`src/core/urs_consts.svh`:
```
// register offsets, field positions and key values of the channel register select
`ifndef URS_CONSTS_SVH
`define URS_CONSTS_SVH

`define URS_ADDR_HOLD 3'h0
`define URS_ADDR_INT_EN 3'h1
`define URS_ADDR_INT_SRC 3'h2
`define URS_ADDR_LINE_CTRL 3'h3
`define URS_ADDR_MODEM_CTRL 3'h4
`define URS_ADDR_LINE_STAT 3'h5
`define URS_ADDR_MODEM_STAT 3'h6
`define URS_ADDR_SCRATCH 3'h7

`define URS_ENH_KEY 8'hbf
`define URS_DIV_ZERO 8'h00
`define URS_LINE_CTRL_DIV_BIT 7
`define URS_ENH_FUNC_EXT_BIT 4
`define URS_FEAT_SWAP_BIT 6
`define URS_FEAT_DIR_BIT 7

`define URS_INT_EN_EXT_MASK 8'hf0
`define URS_INT_SRC_EXT_MASK 8'h30
`define URS_FIFO_CTRL_EXT_MASK 8'h30
`define URS_MODEM_CTRL_EXT_MASK 8'he0

`define URS_RST_BYTE 8'h00
`define URS_RST_LINE_CTRL 8'h00
`define URS_RST_MODEM_CTRL 8'h00
`define URS_RST_INT_EN 8'h00
`define URS_RST_ENH_FUNC 8'h00
`define URS_RST_FEAT 8'h00

`endif

```
`src/core/urs_pkg.sv`:
```
// types shared by the channel register select
`default_nettype none
package urs_pkg;

    // writable configuration as seen by the serial engine
    typedef struct packed {
        logic [7:0] line_control;
        logic [7:0] baud_divisor_low;
        logic [7:0] baud_divisor_high;
        logic [7:0] interrupt_enable;
        logic [7:0] modem_control;
        logic [7:0] feature_control;
        logic [7:0] enhanced_function;
        logic [7:0] resume_char_1;
        logic [7:0] resume_char_2;
        logic [7:0] pause_char_1;
        logic [7:0] pause_char_2;
    } urs_cfg_t;

    // status returned by the serial engine
    typedef struct packed {
        logic [7:0] rx_holding;
        logic [7:0] interrupt_source;
        logic [7:0] line_status;
        logic [7:0] modem_status;
        logic [7:0] rx_fifo_level;
        logic [7:0] tx_fifo_level;
    } urs_stat_t;

    // one-cycle strobes towards the serial engine
    typedef struct packed {
        logic tx_load;
        logic rx_pop;
        logic src_read;
        logic line_stat_read;
        logic modem_stat_read;
        logic fifo_ctrl_write;
        logic trigger_write;
        logic mode_sel_write;
    } urs_strobe_t;

    typedef struct packed {
        urs_cfg_t cfg;
        logic [7:0] scratchpad;
        logic [7:0] wdata;
        logic [7:0] rdata;
        urs_strobe_t strobe;
    } urs_state_t;

endpackage
`default_nettype wire

```
`src/core/urs_regsel.sv`:
```
// register select and register bank for one channel of the dual uart
`include "urs_consts.svh"
`default_nettype none
module urs_regsel #(
    parameter bit CHANNEL_B = 1'b0,
    parameter logic [7:0] REVISION_CODE = 8'h01, // arbitrary value
    parameter logic [7:0] DEVICE_IDENT = 8'h5c // arbitrary value
) (
    input wire logic clk_in,
    input wire logic rst_in,
    input wire logic chan_a_select_n_in,
    input wire logic chan_b_select_n_in,
    input wire logic [2:0] addr_in,
    input wire logic rd_in,
    input wire logic wr_in,
    input wire logic [7:0] wdata_in,
    input wire urs_pkg::urs_stat_t stat_in,
    output logic [7:0] rdata_out,
    output logic [7:0] wdata_out,
    output urs_pkg::urs_cfg_t cfg_out,
    output urs_pkg::urs_strobe_t strobe_out
);

    // ****************************************
    // access decode
    // ****************************************
    urs_pkg::urs_state_t state_reg;
    urs_pkg::urs_state_t state_next;
    logic sel;
    logic key_mode;
    logic div_mode;
    logic div_zero;
    logic ext_on;
    logic swap;
    logic rd_acc;
    logic wr_acc;
    logic [7:0] fifo_level;

    // only this channel's select opens the bank; the other channel is a twin instance
    assign sel = CHANNEL_B ? !chan_b_select_n_in : !chan_a_select_n_in;
    assign rd_acc = sel && rd_in && !wr_in;
    assign wr_acc = sel && wr_in && !rd_in;
    assign key_mode = state_reg.cfg.line_control == `URS_ENH_KEY;
    assign div_mode = state_reg.cfg.line_control[`URS_LINE_CTRL_DIV_BIT] && !key_mode;
    assign div_zero = state_reg.cfg.baud_divisor_low == `URS_DIV_ZERO &&
        state_reg.cfg.baud_divisor_high == `URS_DIV_ZERO;
    assign ext_on = state_reg.cfg.enhanced_function[`URS_ENH_FUNC_EXT_BIT];
    assign swap = state_reg.cfg.feature_control[`URS_FEAT_SWAP_BIT];
    // direction bit picks which fifo the level counters report
    assign fifo_level = state_reg.cfg.feature_control[`URS_FEAT_DIR_BIT] ? stat_in.rx_fifo_level :
        stat_in.tx_fifo_level;

    // ****************************************
    // next state
    // ****************************************
    always_comb begin
        state_next = state_reg;
        state_next.strobe = '0;
        if (wr_acc) begin
            state_next.wdata = wdata_in;
            unique case (addr_in)
                `URS_ADDR_HOLD: begin
                    if (key_mode) begin
                        state_next.strobe.trigger_write = 1'b1;
                    end else if (div_mode) begin
                        state_next.cfg.baud_divisor_low = wdata_in;
                    end else begin
                        state_next.strobe.tx_load = 1'b1;
                    end
                end
                `URS_ADDR_INT_EN: begin
                    if (key_mode) begin
                        state_next.cfg.feature_control = wdata_in;
                    end else if (div_mode) begin
                        state_next.cfg.baud_divisor_high = wdata_in;
                    end else begin
                        // extended bits keep their value while locked
                        state_next.cfg.interrupt_enable = ext_on ? wdata_in :
                            (wdata_in & ~`URS_INT_EN_EXT_MASK) |
                            (state_reg.cfg.interrupt_enable & `URS_INT_EN_EXT_MASK);
                    end
                end
                `URS_ADDR_INT_SRC: begin
                    if (key_mode) begin
                        state_next.cfg.enhanced_function = wdata_in;
                    end else begin
                        state_next.strobe.fifo_ctrl_write = 1'b1;
                        state_next.wdata = ext_on ? wdata_in : wdata_in & ~`URS_FIFO_CTRL_EXT_MASK;
                    end
                end
                `URS_ADDR_LINE_CTRL: begin
                    state_next.cfg.line_control = wdata_in;
                end
                `URS_ADDR_MODEM_CTRL: begin
                    if (key_mode) begin
                        state_next.cfg.resume_char_1 = wdata_in;
                    end else begin
                        state_next.cfg.modem_control = ext_on ? wdata_in :
                            (wdata_in & ~`URS_MODEM_CTRL_EXT_MASK) |
                            (state_reg.cfg.modem_control & `URS_MODEM_CTRL_EXT_MASK);
                    end
                end
                `URS_ADDR_LINE_STAT: begin
                    // reserved outside the key, so only the write data register takes the byte
                    if (key_mode) begin
                        state_next.cfg.resume_char_2 = wdata_in;
                    end
                end
                `URS_ADDR_MODEM_STAT: begin
                    if (key_mode) begin
                        state_next.cfg.pause_char_1 = wdata_in;
                    end
                end
                `URS_ADDR_SCRATCH: begin
                    if (key_mode) begin
                        state_next.cfg.pause_char_2 = wdata_in;
                    end else if (swap) begin
                        state_next.strobe.mode_sel_write = 1'b1;
                    end else begin
                        state_next.scratchpad = wdata_in;
                    end
                end
            endcase
        end
        if (rd_acc) begin
            unique case (addr_in)
                `URS_ADDR_HOLD: begin
                    if (key_mode) begin
                        state_next.rdata = fifo_level;
                    end else if (div_mode) begin
                        state_next.rdata = div_zero ? REVISION_CODE : state_reg.cfg.baud_divisor_low;
                    end else begin
                        state_next.rdata = stat_in.rx_holding;
                        state_next.strobe.rx_pop = 1'b1;
                    end
                end
                `URS_ADDR_INT_EN: begin
                    if (key_mode) begin
                        state_next.rdata = state_reg.cfg.feature_control;
                    end else if (div_mode) begin
                        state_next.rdata = div_zero ? DEVICE_IDENT : state_reg.cfg.baud_divisor_high;
                    end else begin
                        state_next.rdata = ext_on ? state_reg.cfg.interrupt_enable :
                            state_reg.cfg.interrupt_enable & ~`URS_INT_EN_EXT_MASK;
                    end
                end
                `URS_ADDR_INT_SRC: begin
                    if (key_mode) begin
                        state_next.rdata = state_reg.cfg.enhanced_function;
                    end else begin
                        state_next.rdata = ext_on ? stat_in.interrupt_source :
                            stat_in.interrupt_source & ~`URS_INT_SRC_EXT_MASK;
                        state_next.strobe.src_read = 1'b1;
                    end
                end
                `URS_ADDR_LINE_CTRL: begin
                    state_next.rdata = state_reg.cfg.line_control;
                end
                `URS_ADDR_MODEM_CTRL: begin
                    if (key_mode) begin
                        state_next.rdata = state_reg.cfg.resume_char_1;
                    end else begin
                        state_next.rdata = ext_on ? state_reg.cfg.modem_control :
                            state_reg.cfg.modem_control & ~`URS_MODEM_CTRL_EXT_MASK;
                    end
                end
                `URS_ADDR_LINE_STAT: begin
                    if (key_mode) begin
                        state_next.rdata = state_reg.cfg.resume_char_2;
                    end else begin
                        state_next.rdata = stat_in.line_status;
                        state_next.strobe.line_stat_read = 1'b1;
                    end
                end
                `URS_ADDR_MODEM_STAT: begin
                    if (key_mode) begin
                        state_next.rdata = state_reg.cfg.pause_char_1;
                    end else begin
                        state_next.rdata = stat_in.modem_status;
                        state_next.strobe.modem_stat_read = 1'b1;
                    end
                end
                `URS_ADDR_SCRATCH: begin
                    if (key_mode) begin
                        state_next.rdata = state_reg.cfg.pause_char_2;
                    end else begin
                        state_next.rdata = swap ? fifo_level : state_reg.scratchpad;
                    end
                end
            endcase
        end
    end

    // ****************************************
    // state register
    // ****************************************
    always_ff @(posedge clk_in) begin
        if (rst_in) begin
            state_reg <= '0;
            state_reg.cfg.line_control <= `URS_RST_LINE_CTRL;
            state_reg.cfg.modem_control <= `URS_RST_MODEM_CTRL;
            state_reg.cfg.interrupt_enable <= `URS_RST_INT_EN;
            state_reg.cfg.enhanced_function <= `URS_RST_ENH_FUNC;
            state_reg.cfg.feature_control <= `URS_RST_FEAT;
            state_reg.rdata <= `URS_RST_BYTE;
        end else begin
            state_reg <= state_next;
        end
    end

    assign rdata_out = state_reg.rdata;
    assign wdata_out = state_reg.wdata;
    assign cfg_out = state_reg.cfg;
    assign strobe_out = state_reg.strobe;
endmodule
`default_nettype wire

```
`config.mk`:
```
export PLATFORM = sky130hd
export DESIGN_NAME = urs_regsel
export DESIGN_NICKNAME = d
export VERILOG_FILES = /design/src/core/urs_pkg.sv /design/src/core/urs_regsel.sv
export VERILOG_INCLUDE_DIRS = /design/src /design/src/core
export SDC_FILE = /design/constraint.sdc
export NUM_CORES = 1
export LEC_CHECK = 0
export ABC_AREA = 0
export BUFFER_PORTS_ARGS = -buffer_cell sky130_fd_sc_hd__buf_2
export CAP_MARGIN = 20
export CORE_AREA = 3 3 120 122
export DETAILED_ROUTE_END_ITERATION = 10
export DIE_AREA = 0 0 123 125
export MAX_ROUTING_LAYER = met4
export PLACE_DENSITY = 0.75
export SLEW_MARGIN = 20
export SYNTH_ARGS = -nofsm -noshare
export SYNTH_HDL_FRONTEND = slang
export SYNTH_SLANG_ARGS = --single-unit
```
`constraint.sdc`:
```
create_clock -name clk_in -period 2 [get_ports clk_in]
set_input_delay 0.1 -clock clk_in [delete_from_list [all_inputs] [get_ports clk_in]]
set_output_delay 0.1 -clock clk_in [all_outputs]
set_load 0.1 [all_outputs]
```
==> flow_metrics.env, run 1 <==
export IMPL_crit_top_cell="nor4_1"
export IMPL_cp_max_fo=6
export IMPL_timing_final_crit_period_ps=1980
export IMPL_cts_max_path_buffers=2
export IMPL_routed_wl_um=23400
export IMPL_area_growth_pct=16.7
export IMPL_placed_cell_area_mm2=0.00713
export IMPL_power_leakage_nw=3.45
export IMPL_vias=6560
export IMPL_drc=0
export IMPL_vdd_drop_max_v=0.000558
export IMPL_yosys_warnings=0
export IMPL_io_pins=177
export IMPL_slew_viol_final=0
export IMPL_p_switching_mw=1.43
export IMPL_clk_latency_ps=420
export IMPL_synthFlopType="dfxtp_1"
export IMPL_critical_path_class="reg -> reg"
export IMPL_core_mm2=0.0133
export IMPL_clock_sinks=120
export IMPL_start_util_pct=50.1
export IMPL_numCtsBuffers=17
export IMPL_powerDensity_mw_per_mm2=759
export IMPL_drv_cap=0
export IMPL_grt_pass1_vias=5917
export IMPL_hpwlAfterDp_um=17000
export IMPL_fmax_mhz=504
export IMPL_fin_cells=1108
export IMPL_die_area_mm2=0.0154
export IMPL_antenna_found_initial=0
export IMPL_ys_ff_latch=120
export IMPL_num_rows=42
export IMPL_fin_nets=986
export IMPL_first_pass_iters=6
export IMPL_clkTransAtPathRegs_ps=50
export IMPL_synthTopCellsByArea="dfxtp_1, buf_4, a21oi_1"
export IMPL_max_stage_delay_ps=430
export IMPL_cts_tree="built"
export IMPL_synth_fp_nets=899
export IMPL_synthCells=834
export IMPL_gp_congestion=1.03
export IMPL_dp_cells=1073
export IMPL_setup_viol=0
export IMPL_clock_power_share_pct=50.4
export IMPL_rsz0062_at_grt="true"
export IMPL_grt_max_degree=60
export IMPL_seq_power_share_pct=40.9
export IMPL_outcome="complete, no violations"
export IMPL_async_reset_ff_share_pct=0
export IMPL_viasPerCell=5.92
export IMPL_grt_util_all_layers_pct=30.6
export IMPL_synth_top_area_share_pct=36.0
export IMPL_grt_pass1_wl_um=34600
export IMPL_crit_required_ps=2330
export IMPL_slew_headroom_pct=55.5
export IMPL_synth_edf_count=0
export IMPL_final_common_cell="buf_2"
export IMPL_setup_worst_path_end_class="flip-flop"
export IMPL_syn_area_mm2=0.00666
export IMPL_largest_reg_flops=88
export IMPL_drive_above_1_share_pct=32.2
export IMPL_syn_avg_cell_area_um2=7.99
export IMPL_fin_crit_sh_pct=99.2
export IMPL_die_height_um=125
export IMPL_drt_iter0_markers=844
export IMPL_hp_class="in -> reg"
export IMPL_synth_largest_area_cell="dfxtp_1"
export IMPL_hold_violations=0
export IMPL_worstMarginPinSlew_ps=666
export IMPL_crit_family="simple AND/OR/NAND/NOR gates"
export IMPL_final_cell_mix="buf_2, dfxtp_1, nand2_1, a21oi_1, buf_4"
export IMPL_antennaDiodeCount=0
export IMPL_start_kind="flip-flop"
export IMPL_fin_skew_ps=10.6
export IMPL_antenna_left=0
export IMPL_htreeDepth=4
export IMPL_die_w_um=123
export IMPL_hold_worst_slack_ps=78.4
export IMPL_power_frac_comb_pct=8.7
export IMPL_finalCoreUtilization_pct=58.5
export IMPL_synth_seq_area_share_pct=36.0
export IMPL_path_cells="nor4_1 -> and4_4 -> nor4_1 -> nor4_1 -> nor4_1 -> o31ai_1"
export IMPL_path_buf_inv=0
export IMPL_swShare_pct=24.2
export IMPL_cpMaxStageDelayCell="nor4_1"
export IMPL_port_buffers=175
export IMPL_tns_ps=0
export IMPL_gr_total_overflow=0
export IMPL_cts_root_buf="clkbuf_16"
export IMPL_cp_arrival_ps=2310
export IMPL_ys_types=55
export IMPL_stdcell_area_mm2=0.00778
export IMPL_p_int_mw=4.47
export IMPL_wl_per_cell_um=21.1
==> what timing repair did <==
| item | CTS | global route |
|---|---|---|
| setup buffers | 0 | 4 |
| hold endpoints to repair | 1 | 0 |
| endpoints found under the setup margin | 0 | 30 |
| hold buffers | 1 | 0 |
| resized for setup | 0 | 11 |
==> path summary, 6_finish.rpt <==
| path | from | end | slack, ps | depth (start not counted) |
|---|---|---|---|---|
| hold reg to reg | wdata_out[6] | wdata_out[6] | 450 | 2 |
| setup / recovery | cfg_out[73] | rdata_out[4] | 20 | 6 |
| hold / removal | rd_in | strobe_out[6] | 80 | 3 |
| setup reg to reg | cfg_out[73] | rdata_out[4] | 20 | 6 |
==> power by group through the flow <==
stage               Sequential (mW)  Combinational (mW)  Clock, mW
detailed placement             2.46               0.493          0
global route                   2.41               0.533       3.09
finish                         2.41               0.511       2.98
CTS                            2.41               0.497       2.99
floorplan                      2.46               0.312          0
global placement               2.46               0.493          0
==> metal layers <==
layer | part of all wire [%] | GRT usage [%] | vias up | wire length (µm)
li1 | - | - | 2995 | -
met1 | 40 | 40.9 | 3074 | 9460
met2 | 46 | 45.6 | 427 | 10800
met3 | 10 | 6.19 | 64 | 2340
met4 | 3.6 | 11.7 | 0 | 835
met5 | 0 | - | - | 0
==> synthesized netlist by cell type (4+ instances only) <==
cell	instances
dfxtp_1	120
o21ai_0	60
o22ai_1	5
nor3_1	9
a211oi_1	9
o211ai_1	7
clkbuf_1	35
nand3_1	20
a31oi_1	6
mux2_2	7
a21oi_1	104
o221ai_1	7
nor4_1	11
buf_2	16
mux2i_1	51
and3_1	5
buf_6	4
buf_4	120
inv_1	7
nor2_1	61
a221oi_1	5
nand2_1	110
nor2b_1	4
a32oi_1	4
==> kinds of logic (layout without fill, tap and decap cells) <==
family	Yosys count	count (layout)	synth area share, %
buf+inv	183	281	17.8
flops	120	120	36.0
simple gates	246	246	17.3
mux	58	58	8.84
compound gates	227	227	20.0
==> worst register-to-register path: cells and delay by family (launching register included) <==
kind	cells	cell delay, ps
flops	1	350
simple gates	5	1300
compound gates	1	250
==> stage by stage <==
step / total power [mW] / setup WS (ps)
after floorplan: 2.77 / 306
after global placement: 2.96 / -17.7
after detailed placement: 2.96 / -0.0469
after CTS: 5.90 / 11.4
after global routing: 6.04 / -60.5
final: 5.90 / 15.2
==> area by class of cell <==
class | count | area (µm²)
tap | 176 | 220
inverter | 7 | 30.0
timing repair buffer | 244 | 1460
clock buffer | 19 | 433
sequential | 120 | 2400
clock inverter | 11 | 133
multi-input combinational | 531 | 3100
fill | 1225 | 5520
Note: power is estimated with default switching activity, not from simulation.
==> run 2, diff against run 1 <==
CORE_AREA = 2 2 109 132   (was 3 3 120 122)
DIE_AREA = 0 0 111 134   (was 0 0 123 125)
==> flow_metrics.env, run 2 (synthesis gave the netlist of run 1 again) <==
export IMPL_power_leakage_nw=3.50
export IMPL_outcome="complete, no violations"
export IMPL_setup_worst_path_end_class="flip-flop"
export IMPL_hpwlAfterDp_um=16700
export IMPL_grt_pass1_wl_um=35000
export IMPL_dp_cells=1076
export IMPL_port_buffers=175
export IMPL_timing_final_crit_period_ps=1900
export IMPL_htreeDepth=4
export IMPL_start_kind="flip-flop"
export IMPL_wl_per_cell_um=21.3
export IMPL_drive_above_1_share_pct=32.6
export IMPL_cts_max_path_buffers=2
export IMPL_worstHoldPathCells=3
export IMPL_die_area_mm2=0.0149
export IMPL_largest_reg_flops=88
export IMPL_viasPerCell=5.92
export IMPL_fill_cells=1251
export IMPL_multi_input_area_mm2=0.00310
export IMPL_fin_nets=989
export IMPL_final_cell_mix="buf_2, dfxtp_1, nand2_1, a21oi_1, buf_4"
export IMPL_rsz0062_at_grt="false"
export IMPL_setup_viol=0
export IMPL_fin_skew_ps=10.9
export IMPL_core_mm2=0.0136
export IMPL_layout_setup_ws_ps=97.1
export IMPL_routed_wl_um=23600
export IMPL_r2r_end="rdata_out[0]"
export IMPL_die_height_um=134
export IMPL_fmax_mhz=526
export IMPL_clk_latency_ps=420
export IMPL_clock_sinks=120
export IMPL_tns_ps=0
export IMPL_drc=0
export IMPL_area_growth_pct=18.1
export IMPL_worstMarginPinSlew_ps=648
export IMPL_fin_cells=1108
export IMPL_first_pass_iters=8
export IMPL_fin_crit_sh_pct=95.1
export IMPL_seq_area_mm2=0.00240
export IMPL_grt_pass1_vias=6208
export IMPL_min_to="strobe_out[6]"
export IMPL_vdd_drop_max_v=0.000521
export IMPL_min_from="rd_in"
export IMPL_drt_iter0_markers=659
export IMPL_gr_total_overflow=0
export IMPL_numCtsBuffers=17
export IMPL_post_cts_buffers=0
export IMPL_cts_tree="built"
export IMPL_rr_startpoint="cfg_out[86]"
export IMPL_hold_violations=0
export IMPL_cp_arrival_ps=2210
export IMPL_clkTransAtPathRegs_ps=60
export IMPL_cts_root_buf="clkbuf_16"
export IMPL_slew_headroom_pct=56.7
export IMPL_antennaDiodeCount=0
export IMPL_powerDensity_mw_per_mm2=774
export IMPL_die_w_um=111
export IMPL_num_rows=47
export IMPL_place_ws_ps=107
export IMPL_rrSetupSlack_ps=100
export IMPL_slew_viol_final=0
export IMPL_drv_cap=0
export IMPL_cp_max_fo=14
export IMPL_io_pins=177
export IMPL_hp_class="in -> reg"
export IMPL_vias=6560
export IMPL_gp_congestion=1.05
export IMPL_grt_max_degree=112
export IMPL_final_common_cell="buf_2"
export IMPL_critical_path_class="reg -> reg"
export IMPL_antenna_found_initial=0
export IMPL_crit_required_ps=2300
export IMPL_grt_util_all_layers_pct=31.7
export IMPL_start_util_pct=49.1
export IMPL_antenna_left=0
export IMPL_reg2reg_depth=7
==> run 2: changes by cell type in the layout (fill, tap and decap cells not counted), sizes merged <==
cell,before,now
clkinv,7,8
clkbuf,19,18
dlygate4sd3,1,0
buf,243,247
inv,6,9
clkinvlp,2,1
==> run 2: routing by layer <==
| metal | GRT usage (%) | vias to the layer above | part of all wire [%] |
|---|---|---|---|
| met1 | 39.4 | 3071 | 40 |
| met3 | 6.73 | 88 | 8.8 |
| met2 | 47.8 | 412 | 46 |
| li1 | - | 2989 | - |
| met5 | - | - | 0 |
| met4 | 18.1 | 0 | 5.4 |
==> run 2: critical path, stage by stage (launching register included) <==
cell and delay [ps]:
dfxtp_1 300, nand4b_1 210, or2_1 290, buf_6 160, buf_12 150, mux2i_1 150, o221ai_1 200, o31a_1 310
==> run 2: per-stage QoR <==
step | hold WS, ps | instance area, µm² | total power, mW | utilization (%)
2_1_floorplan | 244 | 6660 | 2.77 | -
3_3_place_gp | 439 | 7230 | 2.96 | 53.2
3_5_place_dp | 443 | 7230 | 2.96 | 53.2
4_1_cts | 97.9 | 7840 | 6.09 | 57.7
5_1_grt | 107 | 7870 | 6.23 | 57.9
6_report | 108 | 7870 | 6.09 | 57.9
==> run 2: report_power, final <==
group,internal [mW],switching (mW)
Sequential,2.40,0.00874
Clock,2.00,1.17
Combinational,0.144,0.367
==> run 2: cell type report <==
type                            instances  share of cell area, %
Sequential cell                       120                   30.5
Multi-Input combinational cell        531                   39.4
Timing Repair Buffer                  247                   19.2
Inverter                                7                  0.334
Clock inverter                         14                   2.21
Clock buffer                           18                   5.58
Tap cell                              171                   2.72
==> run 2: how the worst max path moves through the flow <==
| stage | start | cells past startpoint | slack [ps] | end |
|---|---|---|---|---|
| after global placement | addr_in[2] | 7 | 80 | rdata_out[1] |
| after CTS | cfg_out[86] | 7 | 100 | rdata_out[2] |
| after floorplan | cfg_out[87] | 8 | 310 | rdata_out[5] |
| final | cfg_out[86] | 7 | 100 | rdata_out[0] |
| after detailed placement | cfg_out[86] | 7 | 110 | rdata_out[0] |
| after global routing | cfg_out[86] | 8 | 0.9 | cfg_out[35] |
==> run 2: timing repair <==
item	in CTS	in global routing
setup endpoints to repair	0	7
hold buffers	0	0
resized for setup	0	6
